`src/design/motion_hs_regs.svh`:
```
`ifndef MOTION_HS_REGS_SVH
`define MOTION_HS_REGS_SVH

`define NUM_TASKS        6
`define REG_START_OFS    4'h0
`define REG_STATUS_OFS   4'h4
`define START_RESET      6'h00
`define BUSY_LSB         0
`define DONE_LSB         8
`define ABORT_LSB        16
`define ERROR_LSB        24
`define DONE_TYPE_MASK   6'h1f
`define ABORTABLE_MASK   6'h3e
`define ONE_TASK         6'h01
`define RDATA_ZERO       32'h0000_0000

`endif

```
`src/design/motion_hs_pkg.sv`:
```
`include "motion_hs_regs.svh"

package motion_hs_pkg;

	typedef enum logic [2:0] {
		TASK_FAULT_CLEAR = 3'h0,
		TASK_HOMING      = 3'h1,
		TASK_STOP        = 3'h2,
		TASK_ABSOLUTE    = 3'h3,
		TASK_RELATIVE    = 3'h4,
		TASK_SPEED       = 3'h5
	} task_id_t;

	typedef logic [`NUM_TASKS-1:0] task_vec_t;

	// Reports from the axis motion engine, one bit per task where it applies.
	typedef struct packed {
		task_vec_t done;
		task_vec_t error;
		logic      speed_reached;
	} engine_report_t;

	// Handshake outputs; aborted covers tasks 1..5 only, fault clear has none.
	typedef struct packed {
		task_vec_t                 busy;
		logic [`NUM_TASKS-2:0]     done;
		logic [`NUM_TASKS-2:0]     task_aborted;
		logic                      at_target_speed;
		task_vec_t                 error;
	} task_status_t;

	typedef struct packed {
		task_vec_t   start;
		task_vec_t   busy;
		task_vec_t   done;
		task_vec_t   aborted;
		task_vec_t   error;
		logic        at_speed;
		logic        reached;
		task_vec_t   launch;
		logic        ack;
		logic [31:0] rdata;
	} state_t;

endpackage : motion_hs_pkg

```
`src/design/motion_task_status_handshake.sv`:
```
`timescale 1ns/100ps
`include "motion_hs_regs.svh"

// Contract
// - start input launches task; runs to standstill.
// - completion only on successful finish.
// - fault clear never aborted, no aborted output.
// - busy while processing; drops on any end.
// - status flags latched while start stays high.
// - completion handshake for five defined-end tasks.
// - start already low: completion one cycle.
// - superseded task drops busy, raises aborted.
// - aborted held until start falls.
// - start already low: aborted one cycle.
// - error held until start falls.
// - start already low: error one cycle.
// - at-speed rises when velocity first reached.
// - speed task completes: reached and start low.
// - start high: at-speed, busy fall with start.
// - start low early: at-speed one cycle.
// - completed speed task never reports aborted.
// - error before speed reached: busy off, error.
// - error after completion not reported here.
module motion_task_status_handshake (
	input  wire logic                         core_clk,
	input  wire logic                         rst,
	input  wire logic [3:0]                   avs_address,
	input  wire logic                         avs_read,
	input  wire logic                         avs_write,
	input  wire logic [31:0]                  avs_writedata,
	input  wire logic [3:0]                   avs_byteenable,
	output logic      [31:0]                  avs_readdata,
	output logic                              avs_waitrequest,
	input  wire motion_hs_pkg::engine_report_t report,
	output motion_hs_pkg::task_vec_t          launch,
	output motion_hs_pkg::task_status_t       status
);

	localparam int SP  = int'(motion_hs_pkg::TASK_SPEED);
	localparam int FC  = int'(motion_hs_pkg::TASK_FAULT_CLEAR);
	localparam int HOM = int'(motion_hs_pkg::TASK_HOMING);
	localparam int ABS = int'(motion_hs_pkg::TASK_ABSOLUTE);
	localparam int REL = int'(motion_hs_pkg::TASK_RELATIVE);

	localparam motion_hs_pkg::task_vec_t ABORTABLE = `ABORTABLE_MASK;

	motion_hs_pkg::state_t s_q;
	motion_hs_pkg::state_t s_d;
	logic                  req;

	// A flag is set by its event and then follows the start level; the event wins.
	function automatic logic flag_next(
		input logic ev,
		input logic q,
		input logic start_n,
		input logic launch_n
	);
		flag_next = ev | (q & start_n & ~launch_n);
	endfunction : flag_next

	function automatic motion_hs_pkg::task_vec_t one_hot(input int idx);
		one_hot = motion_hs_pkg::task_vec_t'(`ONE_TASK << idx);
	endfunction : one_hot

	assign req = avs_read | avs_write;

	always_comb begin
		motion_hs_pkg::task_vec_t start_n;
		motion_hs_pkg::task_vec_t launch_n;
		motion_hs_pkg::task_vec_t motion_launch;
		motion_hs_pkg::task_vec_t ev_done;
		motion_hs_pkg::task_vec_t ev_abort;
		motion_hs_pkg::task_vec_t ev_err;
		logic                     ev_reach;
		start_n       = s_q.start;
		launch_n      = '0;
		motion_launch = '0;
		ev_done       = '0;
		ev_abort      = '0;
		ev_err        = '0;
		ev_reach      = 1'b0;
		s_d           = s_q;
		s_d.ack       = req & ~s_q.ack;

		if (avs_write && s_q.ack && avs_address == `REG_START_OFS && avs_byteenable[0]) begin
			start_n = avs_writedata[`NUM_TASKS-1:0];
		end
		launch_n      = start_n & ~s_q.start;
		motion_launch = launch_n & `ABORTABLE_MASK;

		for (int i = 0; i < `NUM_TASKS; i++) begin
			if ((motion_launch & ~one_hot(i)) != '0) begin
				ev_abort[i] = s_q.busy[i] & ABORTABLE[i];
			end
		end
		ev_done  = s_q.busy & report.done & `DONE_TYPE_MASK;
		ev_err   = s_q.busy & report.error;
		ev_reach = s_q.busy[SP] & report.speed_reached & ~s_q.reached;

		s_d.reached = ~launch_n[SP] & (s_q.reached | ev_reach);
		s_d.busy    = (s_q.busy & ~(ev_done | ev_abort | ev_err)) | launch_n;
		if (s_q.at_speed && !start_n[SP]) begin
			s_d.busy[SP] = 1'b0;
		end
		for (int i = 0; i < `NUM_TASKS; i++) begin
			s_d.done[i]    = flag_next(ev_done[i], s_q.done[i], start_n[i], launch_n[i]);
			s_d.aborted[i] = flag_next(ev_abort[i], s_q.aborted[i], start_n[i], launch_n[i]);
			s_d.error[i]   = flag_next(ev_err[i], s_q.error[i], start_n[i], launch_n[i]);
		end
		s_d.at_speed = ev_reach | (s_q.at_speed & start_n[SP] & s_d.busy[SP]);
		s_d.start    = start_n;
		s_d.launch   = launch_n;

		if (avs_read && !s_q.ack) begin
			s_d.rdata = `RDATA_ZERO;
			case (avs_address)
				`REG_START_OFS: begin
					s_d.rdata[`NUM_TASKS-1:0] = s_q.start;
				end
				`REG_STATUS_OFS: begin
					s_d.rdata[`BUSY_LSB +: `NUM_TASKS]  = s_q.busy;
					s_d.rdata[`DONE_LSB +: `NUM_TASKS]  = {s_q.at_speed, s_q.done[`NUM_TASKS-2:0]};
					s_d.rdata[`ABORT_LSB +: `NUM_TASKS] = s_q.aborted & `ABORTABLE_MASK;
					s_d.rdata[`ERROR_LSB +: `NUM_TASKS] = s_q.error;
				end
				default: begin
					s_d.rdata = `RDATA_ZERO;
				end
			endcase
		end
	end

	always_ff @(posedge core_clk) begin
		if (rst) begin
			s_q       <= '0;
			s_q.start <= `START_RESET;
		end else begin
			s_q <= s_d;
		end
	end

	assign avs_waitrequest        = req & ~s_q.ack;
	assign avs_readdata           = s_q.rdata;
	assign launch                 = s_q.launch;
	assign status.busy            = s_q.busy;
	assign status.done            = s_q.done[`NUM_TASKS-2:0];
	assign status.task_aborted    = s_q.aborted[`NUM_TASKS-1:1];
	assign status.at_target_speed = s_q.at_speed;
	assign status.error           = s_q.error;
endmodule : motion_task_status_handshake

```
`config.mk`:
```
export PLATFORM = sky130hd
export DESIGN_NAME = motion_task_status_handshake
export DESIGN_NICKNAME = d
export VERILOG_FILES = /design/src/design/motion_hs_pkg.sv /design/src/design/motion_task_status_handshake.sv
export VERILOG_INCLUDE_DIRS = /design/src /design/src/design
export SDC_FILE = /design/constraint.sdc
export NUM_CORES = 1
export LEC_CHECK = 0
export ABC_CLOCK_PERIOD_IN_PS = 1850
export BUFFER_PORTS_ARGS = -buffer_cell sky130_fd_sc_hd__buf_2
export CAP_MARGIN = 15
export CORE_ASPECT_RATIO = 1.5
export CORE_MARGIN = 8
export CORE_UTILIZATION = 37
export CTS_CLUSTER_SIZE = 30
export DETAILED_ROUTE_END_ITERATION = 12
export GPL_TIMING_DRIVEN = 0
export PLACE_DENSITY = 0.66
export SYNTH_ARGS = -nofsm -noshare
export SYNTH_HDL_FRONTEND = slang
export SYNTH_SLANG_ARGS = --single-unit
```
`constraint.sdc`:
```
create_clock -name core_clk -period 1.85 [get_ports core_clk]
set_clock_uncertainty 0.15 [all_clocks]
set_input_delay 0.2775 -clock core_clk [delete_from_list [all_inputs] [get_ports core_clk]]
set_output_delay 0.2775 -clock core_clk [all_outputs]
set_load 0.01 [all_outputs]
```
==> results of run 1 <==
[worst max path at each step]
stage                   startpoint  depth (start not counted)                to
finish              avs_address[1]                          7  avs_readdata[20]
global route        avs_address[1]                          7  avs_readdata[20]
CTS                        s_q[69]                          4        status[22]
detailed placement  avs_address[1]                          7  avs_readdata[20]
global placement    avs_address[1]                          7  avs_readdata[17]
floorplan           avs_address[1]                          5        status[10]
[sequential cells by signal, summed over array words and instances (netlist names)]
| name | cells |
|---|---|
| s_q | 8 |
| launch | 6 |
| avs_readdata | 23 |
| status | 23 |
[layout make-up]
type / count / area (um2) / area share, %
Clock buffer: 11 / 243 / 6.57
Clock inverter: 5 / 85.1 / 2.30
Multi-Input combinational cell: 175 / 1100 / 29.7
Sequential cell: 60 / 1200 / 32.5
Inverter: 3 / 11.3 / 0.305
Buffer: 74 / 541 / 14.6
Timing Repair Buffer: 78 / 390 / 10.6
Tap cell: 102 / 128 / 3.45
[logic make-up after synthesis]
logic type / synth area share [%]
flops: 42.7
mux: 2.49
simple gates: 17.2
compound gates: 17.9
buf+inv: 19.6
other cells: 0.133
[layer usage]
metal | track usage [%] | share of wire [%]
met1 | 14.0 | 39
met2 | 27.6 | 53
met3 | 4.69 | 5.9
met4 | 6.59 | 1.9
met5 | 0 | 0
[per-stage QoR]
stage / std cells / utilization, % / setup slack (ns) / setup TNS [ns] / hold slack, ns
after global placement: 492 / 44.7 / -0.151 / -1.76 / 0.292
after floorplan: 312 / - / 0.120 / 0 / 0.253
after global routing: 508 / 49.2 / 0.0379 / 0 / 0.0353
after detailed placement: 492 / 44.7 / -0.187 / -1.94 / 0.298
after CTS: 508 / 49.1 / 0.0550 / 0 / 0.0234
final: 508 / 49.2 / 0.111 / 0 / 0.0325
[synth_stat cells (all sizes together) (2+ instances only)]
cell type,count
o311a,4
a22o,11
and2,3
a22oi,17
nand2b,4
nor4,2
inv,3
a21oi,16
nor2,34
buf,68
and3,3
nor2b,11
o2111ai,2
nor3,12
clkbuf,6
a32o,2
nand2,20
dfxtp,60
o21ai,3
mux2i,7
o22ai,2
[worst register-to-register path, stage by stage, from the launching register on]
cell      delay [ns]
dfxtp_1         0.35
nand2b_1        0.23
nor3_4          0.42
buf_4           0.28
a22oi_1         0.10
nor2_1          0.12
[power breakdown]
part           internal [uW]  leakage (uW)  switching, uW
registers               1300      0.000483           3.24
clock network           1220      0.000156            577
logic                   57.9       0.00114            107
total                   2570       0.00178            687
[timing repair]
| action | 4_1_cts | 5_1_grt |
|---|---|---|
| endpoints found under the setup margin | 10 | 1 |
| cloned | 0 | 0 |
| resized for setup | 1 | 1 |
==> results.md, run 1 <==
* Die area at 0.0107 mm2
* Fraction of layout cells with a size suffix above 1 at 42.6%
* Final period util at 94.0%
* Total track usage at 14.7%
* Syn-to-layout area delta at 31.4%
* Die Y at 123 um
* Vias at 2,346
* Max incr delay on CP at 0.44 ns
* R2R Path End: avs_readdata[20]
* Commonest cells after routing, fill and taps aside: 80 x buf_2, 63 x buf_4, 60 x dfxtp_1, 33 x nor2_1, 20 x nand2_1
* VDD IR max at 0.000487 V
* Syn avg cell area at 9.25 um2
* Routability congestion estimate at 0.868
* Hold-critical path depth at 2
* Port Buffers at 78
* DR pass1 iterations at 4
* WL final at 7.57 mm
* Min cycle time layout at 1.74 ns
* First-pass GRT wire length at 11.9 mm
* Worst R2R Start: s_q[32]
* ANT cells at 0
* PD cells at 882 mW/mm2
* Static leakage at 0.00178 uW
* Post-route ant nets at 0
* Total core area at 0.00751 mm2
* Synth area leader: dfxtp_1
* Worst hold path type: in2reg
* Vias in the first global route at 2,426
* Most common cell after layout, fill and taps aside: buf_2
* R2r setup slk at 0.13 ns
* Max-slew violation count at 0
* Worst setup SP type: primary input
* Clock Latency Late Sink at 0.32 ns
* MaxCap Viol Count at 0
* Synth Register Bits at 60
* Worst-path fanout max at 10
* R2R depth at 5
* RSZ-0062 raised after global routing: no
* Initial Util at 37.4%
* Worst-path clk slew at 0.05 ns
* Buf/Inv on CP at 3
* Top cell family by delay on the critical path: simple AND/OR/NAND/NOR gates
* Worst slew margin at 59.5%
* Hpwl dp at 5.89 mm
* Post-route cell area at 0.00370 mm2
* Clock root buffer master: clkbuf_16
* Largest cells by area after synthesis: dfxtp_1 43%, buf_4 17%, a22oi_1 4.5%, nor2_1 4.4%, a22o_1 3.4%
* CTS H-tree lvls at 3
* Achievable Freq at 575 MHz
* Slew @ Worst Pin at 0.608 ns
* Final setup fails at 0
* # Post-CTS Setup Buffers at 0
* Area share of the largest cell type after synthesis at 42.7%
* Tot Pwr at 3260 uW
* Die W at 87.2 um
* Hold buffers post-CTS at 0
* Vias per inst at 4.62
* Synth Warn # at 0
* Gr ovfl total at 0
* Seq/Total Area, Yosys at 42.7%
* Synth cell types at 43
* Worst Setup End Kind: flop
* Post-Syn Area at 0.00281 mm2
* Worst Hold End: status[1]
* Fill cells at 799
* Status: finished clean
* CTS tree: yes
* CP arrival at 1.84 ns
* Max Root-Sink Buffers at 2
* Initial antenna violation count at 0
* IO Pins at 119
* Post-synth ARST share at 0%
* Dpl cell area at 0.00336 mm2
* Row count at 39
* Routed len/inst at 14.9 um
* EDFF count, synth at 0
* HP Start: report[2]
* Crit path kind: in2reg
* Largest net degree at the start of global routing at 12
* DRC Markers at 0
* Top FF cell, synth: dfxtp_1
* Post-Syn Instances at 304
* Clk sinks at 60
* CTS Buf Count at 9
* Layout Nets at 458
* WP data required at 1.95 ns
* DR iter-0 viols at 122
* Fin. Hold Viols at 0
* Crit-path cells: buf_2 -> or3_1 -> buf_6 -> nor3_4 -> buf_4 -> a22oi_1 -> nor2_1
* Crit-path slowest cell: nor3_4
(Power assumes the default switching activity.)
==> run 2, diff against run 1 <==
- CORE_UTILIZATION: 37 -> 48
- PLACE_DENSITY: 0.66 -> 0.82
==> run 2 against run 1 <==
  * Combinational power about the same
  * Sequential share of layout area increased by 1.6 points
  * Maximum frequency increased by 2.4%
  * Non-clock buffer count unchanged
  * First-iteration DRC count up 23%
  * Worst hold slack got worse by 0.022 ns
  * Global-route usage increased by 2.0 points
  * Flip-flop and latch count is the same
  * Clock power is 39% lower
  * Via count grew 3.2%
  * Cell count fell by 5.9%
  * Largest power group is now registers
==> results.md, run 2 (synthesis gave the netlist of run 1 again) <==
* R2R Path End: status[9]
* Die Y at 110 um
* Clock network power share at 42.7%
* DRC Markers at 0
* Status: finished clean
* Die area at 0.00862 mm2
* Port Buffers at 78
* Clock root buffer master: clkbuf_8
* Initial Util at 49.0%
* Hpwl dp at 5.49 mm
* Final period util at 91.8%
* Number of cells after detailed placement at 462
* Switching pwr at 639 uW
* Comb power frac at 6.4%
* Worst Hold End: status[1]
* VDD IR max at 0.000522 V
* DR iter-0 viols at 150
* WP data required at 1.94 ns
* MaxCap Viol Count at 0
* WL final at 7.25 mm
* Crit-path slowest cell: or4_1
* CTS H-tree lvls at 3
* Vias per inst at 5.06
* Achievable Freq at 589 MHz
* CTS tree: yes
* Area occupied by registers at 0.00120 mm2
* Commonest cells after routing, fill and taps aside: 80 x buf_2, 63 x buf_4, 60 x dfxtp_1, 33 x nor2_1, 20 x nand2_1
* DR pass1 iterations at 4
* Worst Setup End Kind: flop
* Worst R2R Start: s_q[70]
* Clk sinks at 60
* Vias at 2,421
* CTS Buf Count at 9
* Max Root-Sink Buffers at 2
* Die W at 78.5 um
* ANT cells at 0
* Crit-path cells: nor2b_1 -> or4_1 -> a32o_1
* Total track usage at 16.7%
* Max incr delay on CP at 0.53 ns
* IO Pins at 119
* # Post-CTS Setup Buffers at 0
* Hold WS at 0.0101 ns
* Initial antenna violation count at 0
* First-pass GRT wire length at 11.4 mm
* Vias in the first global route at 2,375
* Worst hold path type: in2reg
* Internal power component at 1910 uW
* Worst-path clk slew at 0.07 ns
* Final setup fails at 0
* CP arrival at 1.79 ns
* Row count at 34
* Layout Nets at 458
* Fill cells at 491
* Hold buffers post-CTS at 0
* Worst-path fanout max at 7
* Fin cells at 478
* Most common cell after layout, fill and taps aside: buf_2
* Area of the multi-input gates at 0.00110 mm2
* HP Start: report[2]
* Gr ovfl total at 0
* Post-route ant nets at 0
* Post-CTS Resized at 1
* Crit path launch: s_q[70]
* Routed len/inst at 15.2 um
* Routability congestion estimate at 0.866
* Sequential power share at 50.9%
* Total core area at 0.00574 mm2
* Syn-to-layout area delta at 25.1%
* Largest net degree at the start of global routing at 12
* R2R depth at 3
* Worst setup SP type: flop
* Static leakage at 0.00171 uW
* Worst slew margin at 62.5%
* Sw Ratio at 25.1%
* Fraction of layout cells with a size suffix above 1 at 42.9%
* Slew @ Worst Pin at 0.562 ns
* PD cells at 724 mW/mm2
* Hold-critical path depth at 2
* Crit path kind: reg2reg
* RSZ-0062 raised after global routing: no
* Min cycle time layout at 1.70 ns
* Max-slew violation count at 0
* Fin. Hold Viols at 0
* R2r setup slk at 0.15 ns
* Clock Latency Late Sink at 0.35 ns
==> run 2: cell count changes in the layout (fill, tap and decap cells not counted), sizes merged <==
| cell | change |
|---|---|
| bufinv | -2 |
| clkinvlp | +2 |
==> run 2: critical path, delay by kind of cell, from the launching register on <==
kind,cells,cell delay (ns)
AO/OA/AOI/OAI,1,0.28
flip-flops,1,0.45
AND/OR/NAND/NOR,2,0.72
==> run 2: worst max-delay path by stage <==
stage,end,slack (ns)
final,status[9],0.15
after global routing,avs_readdata[21],0.08
after CTS,status[22],0.09
after detailed placement,avs_readdata[19],-0.19
after global placement,avs_readdata[17],-0.15
after floorplan,status[10],0.12
==> run 2: layout make-up <==
| cell class | count | share of cell area, % |
|---|---|---|
| Buffer | 74 | 15.4 |
| Tap cell | 72 | 2.56 |
| Multi-Input combinational cell | 175 | 31.2 |
| Sequential cell | 60 | 34.1 |
| Clock inverter | 5 | 1.03 |
| Clock buffer | 11 | 4.30 |
| Inverter | 3 | 0.320 |
| Timing Repair Buffer | 78 | 11.1 |
==> run 2: routing by layer <==
| layer | vias to the layer above | part of all wire [%] | global-route usage (%) | wire length, um |
|---|---|---|---|---|
| li1 | 1193 | - | - | - |
| met1 | 1126 | 38 | 16.1 | 2760 |
| met2 | 92 | 53 | 31.7 | 3870 |
| met3 | 10 | 6.4 | 4.34 | 465 |
| met4 | 0 | 2.1 | 8.51 | 152 |
| met5 | - | 0 | 0 | 0 |
==> run 2: stage by stage <==
step	utilization (%)	setup TNS [ns]	cell area [um2]	power, uW	setup WS, ns
floorplan	-	0	2840	1420	0.120
global placement	57.9	-1.58	3320	1480	-0.150
detailed placement	57.9	-1.94	3320	1490	-0.186
CTS	61.2	0	3510	2560	0.0944
global route	61.3	0	3520	2630	0.0840
finish	61.3	0	3520	2550	0.152
==> run 2: power groups by stage <==
stage	clock network, uW	logic [uW]	registers (uW)
final	1090	163	1300
after CTS	1100	160	1300
after global routing	1160	176	1300
after floorplan	0	91.0	1330
after detailed placement	0	159	1330
after global placement	0	158	1330
==> run 3, diff against run 2 <==
- CORE_UTILIZATION: 48 -> 49
- CTS_BUF_LIST: default -> sky130_fd_sc_hd__clkbuf_2 sky130_fd_sc_hd__clkbuf_4 sky130_fd_sc_hd__clkbuf_8
- PLACE_DENSITY: 0.82 -> 0.84
- RECOVER_POWER: default -> 100
==> run 3 against run 2 <==
  * Sequential power about the same
  * Global-route usage rose by 0.14 points
  * Critical endpoint is now status[6]
  * Non-clock buffer count unchanged
==> results.md, run 3 (synthesis gave the netlist of run 1 again) <==
* Routed len/inst at 15.1 um
* Row count at 34
* CTS Buf Count at 9
* RSZ-0062 raised after global routing: no
* Static leakage at 0.00149 uW
* Max incr delay on CP at 0.41 ns
* Hpwl dp at 5.54 mm
* Achievable Freq at 547 MHz
* Most common cell after layout, fill and taps aside: dfxtp_1
* Worst Setup End Kind: flop
* Commonest cells after routing, fill and taps aside: 60 x dfxtp_1, 51 x buf_4, 47 x clkbuf_1, 37 x buf_2, 34 x nor2_1
* Worst setup SP type: flop
* Die Y at 109 um
* Post-route cell area at 0.00341 mm2
* Sequential power share at 51.9%
* WL final at 7.21 mm
* CTS H-tree lvls at 3
* Area occupied by registers at 0.00120 mm2
* Final Core Density at 60.2%
* Vias at 2,401
* Worst-path fanout max at 10
* Initial Util at 49.7%
* Dpl cell area at 0.00332 mm2
* Routability congestion estimate at 0.870
* Min cycle time layout at 1.83 ns
* Final setup fails at 0
* Internal power component at 1900 uW
* Vias per inst at 5.02
* Gr ovfl total at 0
* Worst hold path type: in2reg
* Clock root buffer master: clkbuf_8
* Die W at 77.9 um
* Crit-path cells: nand4b_4 -> or2_0 -> buf_6 -> a311oi_1 -> o32ai_1
* WP data required at 1.90 ns
* Switching pwr at 604 uW
* Worst slew margin at 62.6%
* PD cells at 734 mW/mm2
* Fill cells at 543
* Fin. Hold Viols at 0
* Worst-path clk slew at 0.07 ns
* Buf/Inv on CP at 1
* DR iter-0 viols at 133
* Largest net degree at the start of global routing at 11
* First-pass GRT wire length at 11.3 mm
* Comb power frac at 6.3%
* Initial antenna violation count at 0
* ANT cells at 0
* Hold WS at 0.0177 ns
* Max Root-Sink Buffers at 2
* Vias in the first global route at 2,417
* Total track usage at 16.8%
* Clock network power share at 41.8%
* Status: finished clean
* Fraction of layout cells with a size suffix above 1 at 31.3%
* Clk sinks at 60
* Post-route ant nets at 0
* Slew @ Worst Pin at 0.556 ns
* VDD IR max at 0.000659 V
* Tot Pwr at 2500 uW
* CTS tree: yes
* Clock Latency Late Sink at 0.34 ns
* DR pass1 iterations at 4
* Sw Ratio at 24.2%
* Max-slew violation count at 0
* Port Buffers at 78
* Syn-to-layout area delta at 21.1%
* Setup TNS at 0 ns
* MaxCap Viol Count at 0
* Crit path kind: reg2reg
* Total core area at 0.00566 mm2
* IO Pins at 119
* Die area at 0.00847 mm2
* # Post-CTS Setup Buffers at 0
* Top cell family by delay on the critical path: simple AND/OR/NAND/NOR gates
* CP arrival at 1.88 ns
* Crit-path slowest cell: dfxtp_1
* Final period util at 98.9%
* DRC Markers at 0
* Layout Nets at 458
* Area of the multi-input gates at 0.00105 mm2
run 3: power by group through the flow:
| stage | sequential, uW | clock [uW] | combinational, uW |
|---|---|---|---|
| final | 1300 | 1050 | 157 |
| after global routing | 1300 | 1120 | 170 |
| after CTS | 1300 | 1070 | 159 |
| after detailed placement | 1330 | 0 | 158 |
| after global placement | 1330 | 0 | 157 |
| after floorplan | 1330 | 0 | 91.0 |
run 3: worst paths after layout:
kind	slack (ns)	cells past startpoint	endpoint	start
worst max-delay path	0.02	5	status[6]	s_q[32]
worst min-delay path	0.02	2	status[14]	report[9]
worst max register to register	0.02	5	status[6]	s_q[32]
worst min register to register	0.32	1	status[6]	s_q[39]
run 3: final cells by class:
type	instances	area share (%)
inverter	3	0.331
buffer	74	15.7
timing repair buffer	78	9.92
clock buffer	12	4.48
tap	72	2.65
sequential	60	35.3
clock inverter	4	0.735
multi-input combinational	175	30.9
run 3: metrics by stage:
stage / std cells / worst slack (ns)
after floorplan: 312 / 0.120
after global placement: 462 / -0.132
after detailed placement: 462 / -0.150
after CTS: 478 / 0.0601
after global routing: 478 / 0.00360
final: 478 / 0.0211
run 3: worst reg2reg max path: cells and delay by family, from the launching register on:
kind                   cells  cell delay, ns
DFF                        1            0.41
and+or+nand+nor            2            0.52
AOI/OAI and AO/OA          2            0.43
buffers and inverters      1            0.18
run 3: per-layer routing:
metal	vias to the layer above	wire length, um	global-route usage, %
li1	1187	-	-
met1	1105	2660	15.9
met2	89	3830	31.3
met3	20	501	5.61
met4	0	218	9.08
met5	-	0	0
run 3: timing repair:
| action | in CTS | in global routing |
|---|---|---|
| endpoints found under the setup margin | 5 | 0 |
| hold endpoints to repair | 0 | 0 |
| hold buffers | 0 | 0 |
| gates resized for setup | 1 | 0 |
